`config.mk`:
```
export PLATFORM = sky130hd
export DESIGN_NAME = fsw_status_guard
export DESIGN_NICKNAME = d
export VERILOG_FILES = /design/src/hdl/fsw_pkg.sv /design/src/hdl/fsw_status_guard.sv /design/src/hdl/fsw_guard_decode.sv
export VERILOG_INCLUDE_DIRS = /design/src /design/src/hdl
export SDC_FILE = /design/constraint.sdc
export NUM_CORES = 1
export LEC_CHECK = 0
export BUFFER_PORTS_ARGS = -buffer_cell sky130_fd_sc_hd__clkbuf_2
export CORE_MARGIN = 2
export CORE_UTILIZATION = 56
export CTS_BUF_LIST = sky130_fd_sc_hd__clkbuf_4
export DETAILED_ROUTE_END_ITERATION = 8
export GPL_TIMING_DRIVEN = 0
export PLACE_DENSITY_LB_ADDON = 0.2
export SYNTH_ARGS = -nofsm -noshare
export SYNTH_HDL_FRONTEND = slang
export SYNTH_HIERARCHICAL = 1
export SYNTH_SLANG_ARGS = --single-unit
```
`constraint.sdc`:
```
create_clock -name clk_i -period 4.9 [get_ports clk_i]
set_input_delay 1.225 -clock clk_i [delete_from_list [all_inputs] [get_ports clk_i]]
set_output_delay 1.225 -clock clk_i [all_outputs]
set_load 0.02 [all_outputs]
```
`src/hdl/fsw_consts.svh`:
```
// constants for the flash status and write-protect block
`ifndef FSW_CONSTS_SVH
`define FSW_CONSTS_SVH

// status word bit positions
`define FSW_BIT_BUSY 0
`define FSW_BIT_LATCH 1
`define FSW_BIT_GUARD_LO 2
`define FSW_BIT_GUARD_HI 6
`define FSW_BIT_LOCK_LO 7
`define FSW_BIT_LOCK_HI 8
`define FSW_BIT_QUAD 9
`define FSW_BIT_PROG_PAUSE 10
`define FSW_BIT_OTP_LO 11
`define FSW_BIT_OTP_HI 13
`define FSW_BIT_CMP 14
`define FSW_BIT_ERASE_PAUSE 15

// status word reset value and writable mask
`define FSW_SR_RESET 16'h0000
`define FSW_SR1_WR_MASK 8'hFC

// serial command codes
`define FSW_CMD_WRITE_ALLOW 8'h06
`define FSW_CMD_WRITE_FORBID 8'h04
`define FSW_CMD_READ_SR1 8'h05
`define FSW_CMD_READ_SR2 8'h35
`define FSW_CMD_STATUS_WRITE 8'h01
`define FSW_CMD_PAGE_WRITE 8'h02
`define FSW_CMD_SECT_CLEAR 8'h20
`define FSW_CMD_BLK32_CLEAR 8'h52
`define FSW_CMD_BLK64_CLEAR 8'hD8
`define FSW_CMD_CHIP_CLEAR_A 8'h60
`define FSW_CMD_CHIP_CLEAR_B 8'hC7
`define FSW_CMD_RESET_ARM 8'h66
`define FSW_CMD_RESET_GO 8'h99

// region spans (last byte offset inside an aligned region) and array size in bytes
`define FSW_SPAN_PAGE 24'h0000FF
`define FSW_SPAN_SECT 24'h000FFF
`define FSW_SPAN_BLK32 24'h007FFF
`define FSW_SPAN_BLK64 24'h00FFFF
`define FSW_ARRAY_SIZE 24'h800000

// busy duration of an internal operation
`define FSW_CLK_NS 25
`define FSW_BUSY_NS 1600
`define FSW_BUSY_CYC ((`FSW_BUSY_NS + `FSW_CLK_NS - 1) / `FSW_CLK_NS)

`endif

```
`src/hdl/fsw_pkg.sv`:
```
// types for the flash status and write-protect block
package fsw_pkg;
    typedef enum logic [2:0] {
        FSW_OP_NONE = 3'b000,
        FSW_OP_PROG = 3'b001,
        FSW_OP_SECT = 3'b010,
        FSW_OP_BLK32 = 3'b011,
        FSW_OP_BLK64 = 3'b100,
        FSW_OP_CHIP = 3'b101,
        FSW_OP_STATUS = 3'b110
    } fsw_op_t;

    typedef enum logic {
        FSW_IDLE = 1'b0,
        FSW_BUSY = 1'b1
    } fsw_state_t;
endpackage : fsw_pkg

```
`src/hdl/fsw_status_guard.sv`:
```
// status word, write latch, busy and write-protect gating of a serial flash
`timescale 1ns/100ps
`include "fsw_consts.svh"
module fsw_status_guard
    import fsw_pkg::*;
(
    // clock and reset
    input wire logic clk_i,
    input wire logic reset_n_i,
    // serial link pins
    input wire logic sclk_i,
    input wire logic cs_n_i,
    input wire logic si_i,
    input wire logic write_guard_n_i,
    output logic so_o,
    output logic so_oe_n_o,
    // status and array side
    output logic [15:0] status_o,
    output logic array_go_o,
    output fsw_op_t array_op_o,
    output logic [23:0] array_addr_o,
    output logic refused_o
);
    localparam int BUSY_MAX = 200;

    // pin synchronisers
    logic sclk_q1, sclk_q2, sclk_q3;
    logic cs_q1, cs_q2, cs_q3;
    logic si_q1, si_q2;
    logic wp_q1, wp_q2;

    always_ff @(posedge clk_i or negedge reset_n_i)
    begin
        if (!reset_n_i)
        begin
            {sclk_q1, sclk_q2, sclk_q3} <= 3'h0;
            {cs_q1, cs_q2, cs_q3} <= 3'h7;
            {si_q1, si_q2} <= 2'h0;
            {wp_q1, wp_q2} <= 2'h3;
        end
        else
        begin
            {sclk_q1, sclk_q2, sclk_q3} <= {sclk_i, sclk_q1, sclk_q2};
            {cs_q1, cs_q2, cs_q3} <= {cs_n_i, cs_q1, cs_q2};
            {si_q1, si_q2} <= {si_i, si_q1};
            {wp_q1, wp_q2} <= {write_guard_n_i, wp_q1};
        end
    end

    logic sclk_rise, sclk_fall, frame, frame_end;
    assign sclk_rise = sclk_q2 & ~sclk_q3;
    assign sclk_fall = ~sclk_q2 & sclk_q3;
    assign frame = ~cs_q2;
    assign frame_end = cs_q2 & ~cs_q3;

    // control state
    fsw_state_t state, next_state;
    logic [15:0] sr, next_sr;
    logic [7:0] busy_cnt, next_busy_cnt;
    logic [2:0] bit_idx, next_bit_idx;
    logic [2:0] byte_cnt, next_byte_cnt;
    logic [7:0] shift, next_shift;
    logic [7:0] cmd, next_cmd;
    logic [23:0] addr, next_addr;
    logic [7:0] wr_b1, next_wr_b1;
    logic [7:0] wr_b2, next_wr_b2;
    logic reset_arm, next_reset_arm;
    logic next_so, next_so_oe_n, next_go, next_refused;
    fsw_op_t next_op;
    logic [23:0] next_array_addr;

    // region of the captured command
    logic [23:0] span, first_addr, last_addr;
    logic region_hit, lock_ok, chip_ok;
    always_comb
    begin
        case (cmd)
            `FSW_CMD_PAGE_WRITE: span = `FSW_SPAN_PAGE;
            `FSW_CMD_SECT_CLEAR: span = `FSW_SPAN_SECT;
            `FSW_CMD_BLK32_CLEAR: span = `FSW_SPAN_BLK32;
            `FSW_CMD_BLK64_CLEAR: span = `FSW_SPAN_BLK64;
            default: span = `FSW_SPAN_PAGE;
        endcase
    end
    assign first_addr = addr & ~span;
    assign last_addr = first_addr | span;

    fsw_guard_decode u_decode (
        .guard_bits_i(sr[`FSW_BIT_GUARD_HI:`FSW_BIT_GUARD_LO]),
        .complement_i(sr[`FSW_BIT_CMP]),
        .first_addr_i(first_addr),
        .last_addr_i(last_addr),
        .hit_o(region_hit)
    ); // decoded inside

    // status lock modes; the pin matters only in mode 01
    always_comb
    begin
        case ({sr[`FSW_BIT_LOCK_HI], sr[`FSW_BIT_LOCK_LO]})
            2'b00: lock_ok = 1'b1;
            2'b01: lock_ok = wp_q2;
            2'b10: lock_ok = 1'b0;
            default: lock_ok = 1'b0;
        endcase
    end

    // chip erase allowed only for all-clear or all-set low guard bits
    assign chip_ok = ((sr[4:2] == 3'h0) && !sr[`FSW_BIT_CMP])
        || ((sr[4:2] == 3'h7) && sr[`FSW_BIT_CMP]);

    // next-state logic: serial capture, readout, execution, busy timer
    always_comb
    begin
        next_state = state;
        next_sr = sr;
        next_busy_cnt = busy_cnt;
        next_bit_idx = bit_idx;
        next_byte_cnt = byte_cnt;
        next_shift = shift;
        next_cmd = cmd;
        next_addr = addr;
        next_wr_b1 = wr_b1;
        next_wr_b2 = wr_b2;
        next_reset_arm = reset_arm;
        next_so = so_o;
        next_so_oe_n = so_oe_n_o;
        next_go = 1'b0;
        next_refused = 1'b0;
        next_op = array_op_o;
        next_array_addr = array_addr_o;
        // bits in on rising link clock, msb first
        if (frame && sclk_rise)
        begin
            next_shift = {shift[6:0], si_q2};
            next_bit_idx = bit_idx + 3'h1;
            if (bit_idx == 3'h7)
            begin
                if (byte_cnt != 3'h7)
                    next_byte_cnt = byte_cnt + 3'h1;
                case (byte_cnt)
                    3'h0: next_cmd = {shift[6:0], si_q2};
                    3'h1:
                    begin
                        next_addr[23:16] = {shift[6:0], si_q2};
                        next_wr_b1 = {shift[6:0], si_q2};
                    end
                    3'h2:
                    begin
                        next_addr[15:8] = {shift[6:0], si_q2};
                        next_wr_b2 = {shift[6:0], si_q2};
                    end
                    3'h3: next_addr[7:0] = {shift[6:0], si_q2};
                    default: next_shift = {shift[6:0], si_q2};
                endcase
            end
        end
        // status byte out on falling link clock
        if (frame && sclk_fall && byte_cnt != 3'h0
            && (cmd == `FSW_CMD_READ_SR1 || cmd == `FSW_CMD_READ_SR2))
        begin
            next_so_oe_n = 1'b0;
            if (cmd == `FSW_CMD_READ_SR1)
                next_so = sr[~bit_idx];
            else
                next_so = sr[{1'b1, ~bit_idx}];
        end
        if (!frame)
        begin
            next_bit_idx = 3'h0;
            next_byte_cnt = 3'h0;
            next_so_oe_n = 1'b1;
            next_so = 1'b0;
        end
        case (state)
            FSW_BUSY:
            begin
                next_busy_cnt = busy_cnt - 8'h01;
                if (busy_cnt == 8'h01)
                begin
                    next_state = FSW_IDLE;
                    next_sr[`FSW_BIT_BUSY] = 1'b0;
                    next_sr[`FSW_BIT_LATCH] = 1'b0;
                    next_op = FSW_OP_NONE;
                end
            end
            FSW_IDLE:
            begin
                // only whole-byte frames execute
                if (frame_end && bit_idx == 3'h0 && byte_cnt != 3'h0)
                begin
                    next_reset_arm = (cmd == `FSW_CMD_RESET_ARM);
                    case (cmd)
                        `FSW_CMD_WRITE_ALLOW: next_sr[`FSW_BIT_LATCH] = 1'b1;
                        `FSW_CMD_WRITE_FORBID: next_sr[`FSW_BIT_LATCH] = 1'b0;
                        `FSW_CMD_RESET_GO:
                        begin
                            if (reset_arm)
                            begin
                                next_sr[`FSW_BIT_LATCH] = 1'b0;
                                next_sr[`FSW_BIT_PROG_PAUSE] = 1'b0;
                                next_sr[`FSW_BIT_ERASE_PAUSE] = 1'b0;
                            end
                        end
                        `FSW_CMD_STATUS_WRITE:
                        begin
                            if (byte_cnt >= 3'h2 && sr[`FSW_BIT_LATCH] && lock_ok)
                            begin
                                // writable fields only; latch, busy and pauses kept
                                next_sr[7:0] = (wr_b1 & `FSW_SR1_WR_MASK)
                                    | (sr[7:0] & ~`FSW_SR1_WR_MASK);
                                if (byte_cnt >= 3'h3)
                                begin
                                    next_sr[`FSW_BIT_CMP] = wr_b2[6];
                                    next_sr[`FSW_BIT_OTP_HI:`FSW_BIT_OTP_LO] =
                                        sr[`FSW_BIT_OTP_HI:`FSW_BIT_OTP_LO] | wr_b2[5:3];
                                    next_sr[`FSW_BIT_QUAD] = wr_b2[1];
                                    next_sr[`FSW_BIT_LOCK_HI] = wr_b2[0];
                                end
                                next_sr[`FSW_BIT_BUSY] = 1'b1;
                                next_state = FSW_BUSY;
                                next_busy_cnt = 8'(`FSW_BUSY_CYC);
                                next_op = FSW_OP_STATUS;
                            end
                            else if (byte_cnt >= 3'h2)
                                next_refused = 1'b1;
                        end
                        `FSW_CMD_PAGE_WRITE, `FSW_CMD_SECT_CLEAR,
                        `FSW_CMD_BLK32_CLEAR, `FSW_CMD_BLK64_CLEAR:
                        begin
                            if (byte_cnt >= ((cmd == `FSW_CMD_PAGE_WRITE) ? 3'h5 : 3'h4))
                            begin
                                if (sr[`FSW_BIT_LATCH] && !region_hit)
                                begin
                                    next_sr[`FSW_BIT_BUSY] = 1'b1;
                                    next_state = FSW_BUSY;
                                    next_busy_cnt = 8'(`FSW_BUSY_CYC);
                                    next_go = 1'b1;
                                    next_array_addr = first_addr;
                                    case (cmd)
                                        `FSW_CMD_PAGE_WRITE: next_op = FSW_OP_PROG;
                                        `FSW_CMD_SECT_CLEAR: next_op = FSW_OP_SECT;
                                        `FSW_CMD_BLK32_CLEAR: next_op = FSW_OP_BLK32;
                                        default: next_op = FSW_OP_BLK64;
                                    endcase
                                end
                                else
                                    next_refused = 1'b1;
                            end
                        end
                        `FSW_CMD_CHIP_CLEAR_A, `FSW_CMD_CHIP_CLEAR_B:
                        begin
                            if (sr[`FSW_BIT_LATCH] && chip_ok)
                            begin
                                next_sr[`FSW_BIT_BUSY] = 1'b1;
                                next_state = FSW_BUSY;
                                next_busy_cnt = 8'(`FSW_BUSY_CYC);
                                next_go = 1'b1;
                                next_op = FSW_OP_CHIP;
                                next_array_addr = 24'h000000;
                            end
                            else
                                next_refused = 1'b1;
                        end
                        default: next_reset_arm = (cmd == `FSW_CMD_RESET_ARM);
                    endcase
                end
            end
            default: next_state = FSW_IDLE;
        endcase
    end

    // register stage; reset stands for power-up, clearing the lock-down bits
    always_ff @(posedge clk_i or negedge reset_n_i)
    begin
        if (!reset_n_i)
        begin
            state <= FSW_IDLE;
            sr <= `FSW_SR_RESET;
            busy_cnt <= 8'h00;
            bit_idx <= 3'h0;
            byte_cnt <= 3'h0;
            shift <= 8'h00;
            cmd <= 8'h00;
            addr <= 24'h000000;
            wr_b1 <= 8'h00;
            wr_b2 <= 8'h00;
            reset_arm <= 1'b0;
            so_o <= 1'b0;
            so_oe_n_o <= 1'b1;
            array_go_o <= 1'b0;
            array_op_o <= FSW_OP_NONE;
            array_addr_o <= 24'h000000;
            refused_o <= 1'b0;
        end
        else
        begin
            state <= next_state;
            sr <= next_sr;
            busy_cnt <= next_busy_cnt;
            bit_idx <= next_bit_idx;
            byte_cnt <= next_byte_cnt;
            shift <= next_shift;
            cmd <= next_cmd;
            addr <= next_addr;
            wr_b1 <= next_wr_b1;
            wr_b2 <= next_wr_b2;
            reset_arm <= next_reset_arm;
            so_o <= next_so;
            so_oe_n_o <= next_so_oe_n;
            array_go_o <= next_go;
            array_op_o <= next_op;
            array_addr_o <= next_array_addr;
            refused_o <= next_refused;
        end
    end

    assign status_o = sr;
endmodule : fsw_status_guard

```
`src/hdl/fsw_guard_decode.sv`:
```
// decodes guard bits and complement into a protected-range hit test
`timescale 1ns/100ps
`include "fsw_consts.svh"
module fsw_guard_decode
    import fsw_pkg::*;
(
    // protection settings
    input wire logic [4:0] guard_bits_i,
    input wire logic complement_i,
    // target region ends
    input wire logic [23:0] first_addr_i,
    input wire logic [23:0] last_addr_i,
    // result
    output logic hit_o
);
    // one address against the selected range
    function automatic logic is_guarded(input logic [23:0] addr, input logic [4:0] bits, input logic cmp);
        logic [2:0] n;
        logic [23:0] size;
        logic prot;
        n = bits[2:0];
        size = 24'h000000;
        prot = 1'b0;
        if (n == 3'h0)
            prot = 1'b0;
        else if (n == 3'h7)
            prot = 1'b1;
        else
        begin
            if (!bits[4])
                size = 24'h010000 << n; // fractions 1/64 .. 1/2
            else if (n >= 3'h4)
                size = 24'h008000; // 32 KiB part
            else
                size = 24'h000800 << n; // 4, 8, 16 KiB parts
            if (!bits[3])
                prot = (addr >= (`FSW_ARRAY_SIZE - size));
            else
                prot = (addr < size);
        end
        return prot ^ cmp; // complement inverts, incl. none/all
    endfunction : is_guarded

    // edge-anchored ranges: a region hits iff one of its ends hits
    assign hit_o = is_guarded(first_addr_i, guard_bits_i, complement_i)
        | is_guarded(last_addr_i, guard_bits_i, complement_i);
endmodule : fsw_guard_decode

```
==> results of run 1 <==
[per-layer routing]
layer | global-route usage, % | wire (µm)
met2 | 40.7 | 6780
met1 | 35.9 | 6290
met3 | 3.95 | 675
met5 | 0 | 0
met4 | 7.05 | 223
[report_power, final]
group | internal (mW) | total, mW | switching, mW
registers | 0.806 | 0.842 | 0.0358
clock network | 0.214 | 0.485 | 0.271
logic | 0.0331 | 0.0676 | 0.0345
[registers in the layout, summed over array words and instances, names as in the netlist, 3 cells and up]
register      count
shift             7
byte_cnt          3
wr_b1             8
bit_idx           3
wr_b2             8
array_op_o        3
busy_cnt          8
status_o         14
array_addr_o     16
cmd               8
[what timing repair did]
| item | in CTS | in global routing |
|---|---|---|
| hold buffers | 0 | 0 |
| resized for setup | 15 | 22 |
| setup buffers | 0 | 5 |
| hold endpoints to repair | 0 | 0 |
| pin swaps | 3 | 10 |
| endpoints found under the setup margin | 28 | 29 |
| gates cloned | 1 | 0 |
[path summary, 6_finish.rpt]
path                            from            to  slack (ns)  depth (start not counted)
max                           cmd[1]   busy_cnt[4]        0.18                         19
min                            cs_q1         cs_q2        0.37                          0
max reg2reg                   cmd[1]   busy_cnt[4]        0.18                         19
min reg2reg                    cs_q1         cs_q2        0.37                          0
max in group asynchronous  reset_n_i  status_o[14]        3.53                          2
min in group asynchronous  reset_n_i   busy_cnt[3]        0.69                          1
[area by class of cell]
class	instances	area, µm²
Fill cell	844	3560
Buffer	30	211
Inverter	21	78.8
Clock inverter	7	105
Clock buffer	9	67.6
Tap cell	136	170
Multi-Input combinational cell	451	3480
Timing Repair Buffer	49	295
Sequential cell	94	2360
[metrics by stage]
step                      total power, mW  std cells  TNS (ns)
after CTS                            1.41        795         0
after global routing                 1.46        797         0
after floorplan                     0.886        601         0
after detailed placement            0.927        780    -10.22
final                                1.39        797         0
after global placement              0.919        779     -8.24
==> metrics.md, run 1 <==
| Metric | Value |
|---|---|
| Status | finished, final reports clean |
| Drt wl/cell | about 18 µm |
| Commonest cells after routing, fill and taps aside | dfrtp_1, nand2_1, ha_1, clkbuf_2 |
| Crit. End Element | register |
| Worst-Skew Late Latency | between 0.4 and 0.5 ns |
| Delay-heaviest family, CP | compound AO/OA/AOI/OAI gates |
| Max Slew Vio Count | 0 |
| FMAX | 0.212 GHz |
| Core Util, Final | between 60% and 70% |
| Clock sinks | 94 |
| CP Max Fanout | 7 |
| Arrival time at the worst endpoint | 5.07 ns |
| Pwr/cell area | 206 nW/µm² |
| DRC violations left | 0 |
| Leak | 3.29 nW |
| Hpwl dp | 10400 µm |
| RSZ-0062 raised after global routing | false |
| Commonest non-fill, non-tap cell in the layout | dfrtp_1 |
| Layout cell share with drive strength beyond 1 | 25.7% |
| # H-tree levels | 3 |
| WHS | about 0.37 ns |
| Worst-path clk slew | 0.16 ns |
| Antenna-violating nets left | 0 |
| CTS tree | yes |
| Max Cap Violations | 0 |
| Setup CP Type | reg -> reg |
| Die width | ~110 µm |
| Placed cell area | 6410 µm² |
| Vias in the first global route | 4500 |
| CTS Buffer Depth | 2 |
| Clk_skew | about 0.023 ns |
| Die area | 11500 µm² |
| Routed vias | 4711 |
| Crit path time final | 4.72 ns |
| DP Worst Slack | -0.477 ns |
| Worst min path class | reg -> reg |
| Final worst-path cycle share | 96.4% |
| Fin area | 6770 µm² |
| Largest net degree at the start of global routing | 70 |
| First-pass GRT wire length | 22800 µm |
| Max VDD drop | 0.241 mV |
| Final setup viols | 0 |
| I/O pin cnt | between 50 and 60 |
| Crit-path max cell delay | between 0.5 and 0.6 ns |
| Slew HR | 45.3% |
| Detailed Route Iter0 Violations | 379 |
| Starting Density | between 50 and 60% |
| Mapped Cells | 591 |
| WP buf/inv | 1 |
| CP Launch Type | register |
| Row Count | 37 |
| Final worst slack | 0.176 ns |
| Synth-to-Final Area Change | 13.6% |
| Die Y | 107 µm |
| TritonRoute pass-1 iters | 5 |
| CTS buffer count | 9 |
| Critical path, cell by cell | or2_1, or4_4, buf_6, nand2_4, nor2_4, and2_1, ha_4, o211ai_1, a21oi_2, a211oi_2, o211ai_1, a211o_1, or4_1, o211a_1, nand2b_4, o32ai_4, o311ai_4, a211o_1, a22o_1 |
| Routed vias/inst | 5.91 |
| Gpl congestion | 0.891 |
| Root Buffer Master | clkbuf_4 |
| Tot GR Track Use | 25.4% |
| Required time worst endpoint | 5.24 ns |
| Worst Tran Pin Value | 0.820 ns |
| Final Hold Viols | 0 |
| Diode count | 0 |
| Port Buffers | 42 |
| Synth warn | 6 |
| Core Area | 10300 µm² |
| Synth Area per Inst | 10.1 µm² |
| Critical Path Slowest Stage Cell | or4_4 |
| Final net count | 715 |
| Initial antenna violation count | 0 |
| Post-Syn Area | 5960 µm² |
| Final wirelength | 14000 µm |
| Total gr overflow | 0 |
No activity file was read; power rests on OpenSTA's default activity.
==> inputs of run 2 (changes only) <==
- REMOVE_ABC_BUFFERS: default -> 1
==> metrics.md, run 2 (synthesis results as in run 1) <==
| Metric | Value |
|---|---|
| Status | finished, final reports clean |
| Commonest cells after routing, fill and taps aside | dfrtp_1, ha_1, nand2_1, clkbuf_2, mux2_2 |
| Worst-Skew Late Latency | 0.45 ns |
| DRC violations left | 0 |
| Core Area | 10300 µm² |
| Die area | roughly 11000 µm² |
| Max reg flops | 16 |
| Layout cell share with drive strength beyond 1 | 25.3% |
| Max VDD drop | 0.238 mV |
| Detailed Route Iter0 Violations | roughly 440 |
| Synth-to-Final Area Change | 10.8% |
| Top reg by flops | array_addr_o |
| Slew HR | 44.6% |
| Starting Density | between 50% and 60% |
| Clk_skew | 0.0206 ns |
| Crit. End Element | register |
| R2R Path Start | cmd[5] |
| Hpwl dp | 9910 µm |
| TritonRoute pass-1 iters | 5 |
| Total gr overflow | 0 |
| Routed vias | between 4000 and 5000 |
| Crit path time final | 4.70 ns |
| Root Buffer Master | clkbuf_4 |
| CTS Buffer Depth | 2 |
| Fill count | 856 |
| Max Slew Vio Count | 0 |
| Max Cap Violations | 0 |
| Antenna-violating nets left | 0 |
| Setup CP Type | reg -> reg |
| CP Max Fanout | 7 |
| First-pass GRT wire length | 22600 µm |
| Worst-path clk slew | 0.15 ns |
| Initial antenna violation count | 0 |
| Port Buffers | 42 |
| Worst Tran Pin Value | 0.828 ns |
| Largest net degree at the start of global routing | 49 |
| Hold Crit Start | wp_q1 |
| Diode count | 0 |
| Die Y | 107 µm |
| Clock sinks | 94 |
| Gpl congestion | just over 0.9 |
| Core Util, Final | 64.0% |
| Leak | 3.19 nW |
| FMAX | 0.213 GHz |
| Worst min path class | reg -> reg |
| Die width | 107 µm |
| Final net count | around 700 |
| CTS buffer count | 9 |
| Drt wl/cell | 17.7 µm |
| Post-CTS Hold Buffers | 0 |
| Arrival time at the worst endpoint | 5.06 ns |
| Pwr/cell area | 199 nW/µm² |
| Row Count | 37 |
| # H-tree levels | 3 |
| Tot GR Track Use | 25.2% |
| CP Launch Type | register |
| Final setup viols | 0 |
| Required time worst endpoint | 5.26 ns |
| CP Launch Point | cmd[5] |
| Final Hold Viols | 0 |
| Routed vias/inst | approximately 6 |
| Final worst slack | 0.198 ns |
| Final wirelength | 13800 µm |
| CTS tree | yes |
| Commonest non-fill, non-tap cell in the layout | dfrtp_1 |
| Vias in the first global route | between 4000 and 5000 |
| I/O pin cnt | 53 |
| DP Worst Slack | -0.338 ns |
| Final worst-path cycle share | roughly 96% |
run 2: cell count changes in the layout (fill, tap and decap cells not counted), sizes merged:
| cell | delta |
|---|---|
| bufinv | -1 |
| inv | -2 |
| clkinvlp | +2 |
| clkinv | +1 |
| buf | -10 |
| clkbuf | -7 |
run 2: path summary, 6_finish.rpt:
path                               end  slack [ns]  cells past startpoint
max reg2reg                busy_cnt[4]        0.20                     18
min in group asynchronous  busy_cnt[3]        0.80                      1
max                        busy_cnt[4]        0.20                     18
max in group asynchronous  status_o[2]        3.42                      2
min                              wp_q2        0.36                      0
min reg2reg                      wp_q2        0.36                      0
run 2: worst max-delay path: stages, from the launching register on:
cell      delay (ns)
dfrtp_2         0.48
nand2b_4        0.17
or4_4           0.55
nand2_4         0.10
nor2_2          0.09
and2_1          0.17
ha_1            0.31
o211ai_1        0.19
a21oi_1         0.11
a211oi_2        0.24
o211ai_1        0.11
a211o_1         0.28
or4_1           0.54
o211a_1         0.15
nand2b_2        0.21
o32ai_4         0.18
o311ai_4        0.22
a211o_1         0.33
a22o_1          0.17
run 2: where the power goes:
group	switching (mW)	total (mW)	internal, mW
clock network	0.258	0.409	0.151
logic	0.0323	0.0595	0.0273
registers	0.0373	0.843	0.806
total	0.327	1.31	0.984
run 2: stage by stage:
| stage | hold WS [ns] | power (mW) | std cells | instance area [µm²] | setup TNS [ns] |
|---|---|---|---|---|---|
| final | 0.363 | 1.31 | 780 | 6600 | 0 |
| after global routing | 0.374 | 1.38 | 780 | 6600 | -0.00675 |
| after CTS | 0.367 | 1.32 | 771 | 6470 | 0 |
| after detailed placement | 0.339 | 0.918 | 746 | 6220 | -7.14 |
| after global placement | 0.333 | 0.912 | 744 | 6170 | -19.91 |
| after floorplan | 0.331 | 0.879 | 566 | 5790 | -2.98 |
run 2: layout make-up:
class	count	area [µm²]	area share (%)
flip-flops and latches	94	2370	36.0
inverters	21	78.8	1.19
well taps	136	170	2.58
clock inverters	7	65.1	0.985
repair buffers	62	390	5.91
multi-input cells	451	3460	52.3
clock buffers	9	67.6	1.02
run 2: metal layers:
metal | up-vias | share of wire, % | wire [µm] | GRT usage, %
li1 | 2239 | - | - | -
met3 | 32 | 4.5 | 624 | 3.71
met4 | 0 | 2.5 | 340 | 8.44
met5 | - | 0 | 0 | 0
met2 | 143 | 48 | 6580 | 39.6
met1 | 2293 | 45 | 6290 | 35.8
run 2: repair_timing:
item,CTS,global route
buffers inserted,9,9
gates resized for setup,11,20
pin swaps,1,2
setup endpoints to repair,28,28
==> inputs of run 3 (changes only) <==
- SYNTH_HIERARCHICAL: 1 -> default
==> metrics.md, run 3 <==
| Metric | Value |
|---|---|
| Clock sinks | 94 |
| Asr flop ratio synth | 100% |
| Area of the multi-input gates | 3000 µm² |
| Mapped Cells | 562 |
| Register area | 2360 µm² |
| WP buf/inv | 0 |
| Status | finished, final reports clean |
| Tot GR Track Use | 24.0% |
| Synth area leaders | dfrtp_1, ha_1, mux2_2 |
| DRC violations left | 0 |
| Die Y | 105 µm |
| CTS buffer count | 9 |
| Count leader, synth | dfrtp_1 |
| TritonRoute pass-1 iters | 5 |
| Die width | 105 µm |
| # H-tree levels | 3 |
| Total gr overflow | 0 |
| Post-Syn Area | 5730 µm² |
| Synth cell types | 75 |
| CP Launch Point | status_o[2] |
| Critical path, cell by cell | nor3_4, nand2_1, ha_1, nand2_1, nor2_1, a31oi_1, o21ai_0, ha_1, nand2_1, nor4b_1, o211ai_1, a21oi_1, or4b_1, and3b_2, nand4_4, o32ai_2 |
| CTS Buffer Depth | 2 |
| R2R Path Start | status_o[2] |
| Placed cells | 713 |
| I/O pin cnt | 53 |
| Cell taking the most area after synthesis | dfrtp_1 |
| Setup TNS | 0 ns |
| Final net count | 644 |
| Die area | 11100 µm² |
| Max reg flops | 16 |
| Hpwl dp | about 9400 µm |
| CTS tree | yes |
| Post-CTS Hold Buffers | 0 |
| Pwr/cell area | 216 nW/µm² |
| Port Buffers | 42 |
| Initial antenna violation count | 0 |
| Critical Path Slowest Stage Cell | dfrtp_1 |
| Delay-heaviest family, CP | simple AND/OR/NAND/NOR gates |
| Hold Crit Start | wp_q1 |
| First-pass GRT wire length | about 21000 µm |
| Max VDD drop | 0.195 mV |
| RSZ-0062 raised after global routing | false |
| Layout cell share with drive strength beyond 1 | 23.3% |
| Leak | 2.92 nW |
| Top cell by count, worst path | nand2_1 |
| Routed vias/inst | approximately 5.8 |
| Gpl congestion | 0.919 |
| Final worst-path cycle share | 91.7% |
| Max Cap Violations | 0 |
| CP Launch Type | register |
| Drt wl/cell | 17.1 µm |
| #FFs+latches synth | between 90 and 100 |
| Largest net degree at the start of global routing | 62 |
| Final Hold Viols | 0 |
| CP Max Fanout | 19 |
| Synth-to-Final Area Change | 6.79% |
| Detailed Route Iter0 Violations | 338 |
| Synth warn | 0 |
| Row Count | 36 |
| Arrival time at the worst endpoint | 4.87 ns |
| Worst min path class | reg -> reg |
| Worst-path clk slew | 0.17 ns |
| Core Util, Final | between 60% and 70% |
| Placed cell area | 5950 µm² |
| Clk_skew | 0.0185 ns |
| Required time worst endpoint | ~5.3 ns |
| EDFF count, synth | 0 |
| Setup CP Type | reg -> reg |
| Top FF cell, synth | dfrtp_1 |
| Synth Area per Inst | a little over 10 µm² |
| Sequential share of the synthesized area | 41.2% |
| Fill count | 835 |
| Antenna-violating nets left | 0 |
| Root Buffer Master | clkbuf_4 |
| Final std cells w/o fill | 730 |
| Starting Density | between 50% and 60% |
| Worst Tran Pin Value | around 0.71 ns |
| Crit. End Element | register |
| WHS | 0.367 ns |
| Routed vias | 4229 |
| Top reg by flops | array_addr_o |
| Max Slew Vio Count | 0 |
| Fin area | a little over 6000 µm² |
| Commonest non-fill, non-tap cell in the layout | dfrtp_1 |
| Diode count | 0 |
| Commonest cells after routing, fill and taps aside | dfrtp_1, nand2_1, inv_1, ha_1, clkbuf_2 |
| Commonest cells post-synth | dfrtp_1, nand2_1, inv_1 |
| Top-area cell type share of the netlist area | about two fifths |
| Crit-path max cell delay | 0.66 ns |
| Core Area | 9860 µm² |
| Final wirelength | roughly 13000 µm |
| Slew HR | 52.4% |
| Worst-Skew Late Latency | 0.46 ns |
| Final setup viols | 0 |
| Vias in the first global route | 4091 |
| FMAX | 0.223 GHz |
| Crit path time final | around 4.5 ns |
## run 3: worst reg2reg max path, delay by kind of cell, from the launching register on
family          cells  cell delay, ns
fa+ha+maj           2            0.63
simple gates        9            2.14
compound gates      5            1.00
flops               1            0.66
## run 3: final timing paths
| path | endpoint | slack, ns | cells after the start |
|---|---|---|---|
| setup / recovery | array_addr_o[15] | 0.41 | 16 |
| hold reg to reg | wp_q2 | 0.37 | 0 |
| min in group asynchronous | array_addr_o[15] | 0.72 | 1 |
| max in group asynchronous | wp_q2 | 3.46 | 2 |
| hold / removal | wp_q2 | 0.37 | 0 |
| setup reg to reg | array_addr_o[15] | 0.41 | 16 |
## run 3: area by class of cell
type                            instances  area share, %
Clock buffer                            9           1.10
Sequential cell                        94           38.6
Timing Repair Buffer                   44           4.25
Tap cell                              133           2.72
Clock inverter                          7           1.29
Inverter                               50           3.07
Multi-Input combinational cell        393           49.0
## run 3: through the flow
stage / power [mW] / setup WS [ns]
final: 1.32 / 0.407
after global routing: 1.39 / 0.0616
after CTS: 1.34 / 0.222
after detailed placement: 0.919 / -0.133
after global placement: 0.914 / -0.0601
after floorplan: 0.878 / 0.694
## run 3: metal layers
metal	track usage (%)	vias to the layer above	part of all wire [%]
li1	-	2039	-
met1	34.6	2037	46
met2	36.7	133	46
met3	4.05	20	5.7
met4	8.10	0	2.3
met5	0	-	0
## run 3: what timing repair did
item | CTS | global route
pin swaps | 1 | 0
endpoints found under the setup margin | 16 | 16
gates cloned | 0 | 0
setup buffers | 1 | 0
gates resized for setup | 0 | 2
## run 3: kinds of logic (layout without fill, tap and decap cells)
family,count (synthesis),in the layout,synth area share [%]
other,1,10,0.0654
adders and majority gates,46,46,10.0
DFF,94,94,41.2
AOI/OAI and AO/OA,113,113,14.8
muxes,45,45,9.23
xor gates and xnor gates,7,7,1.07
buffers and inverters,84,110,7.11
and+or+nand+nor,172,172,16.5
## run 3: report_power, final
group	internal [mW]	switching, mW
combinational	0.0268	0.0312
sequential	0.806	0.0384
clock	0.121	0.300
total	0.954	0.370
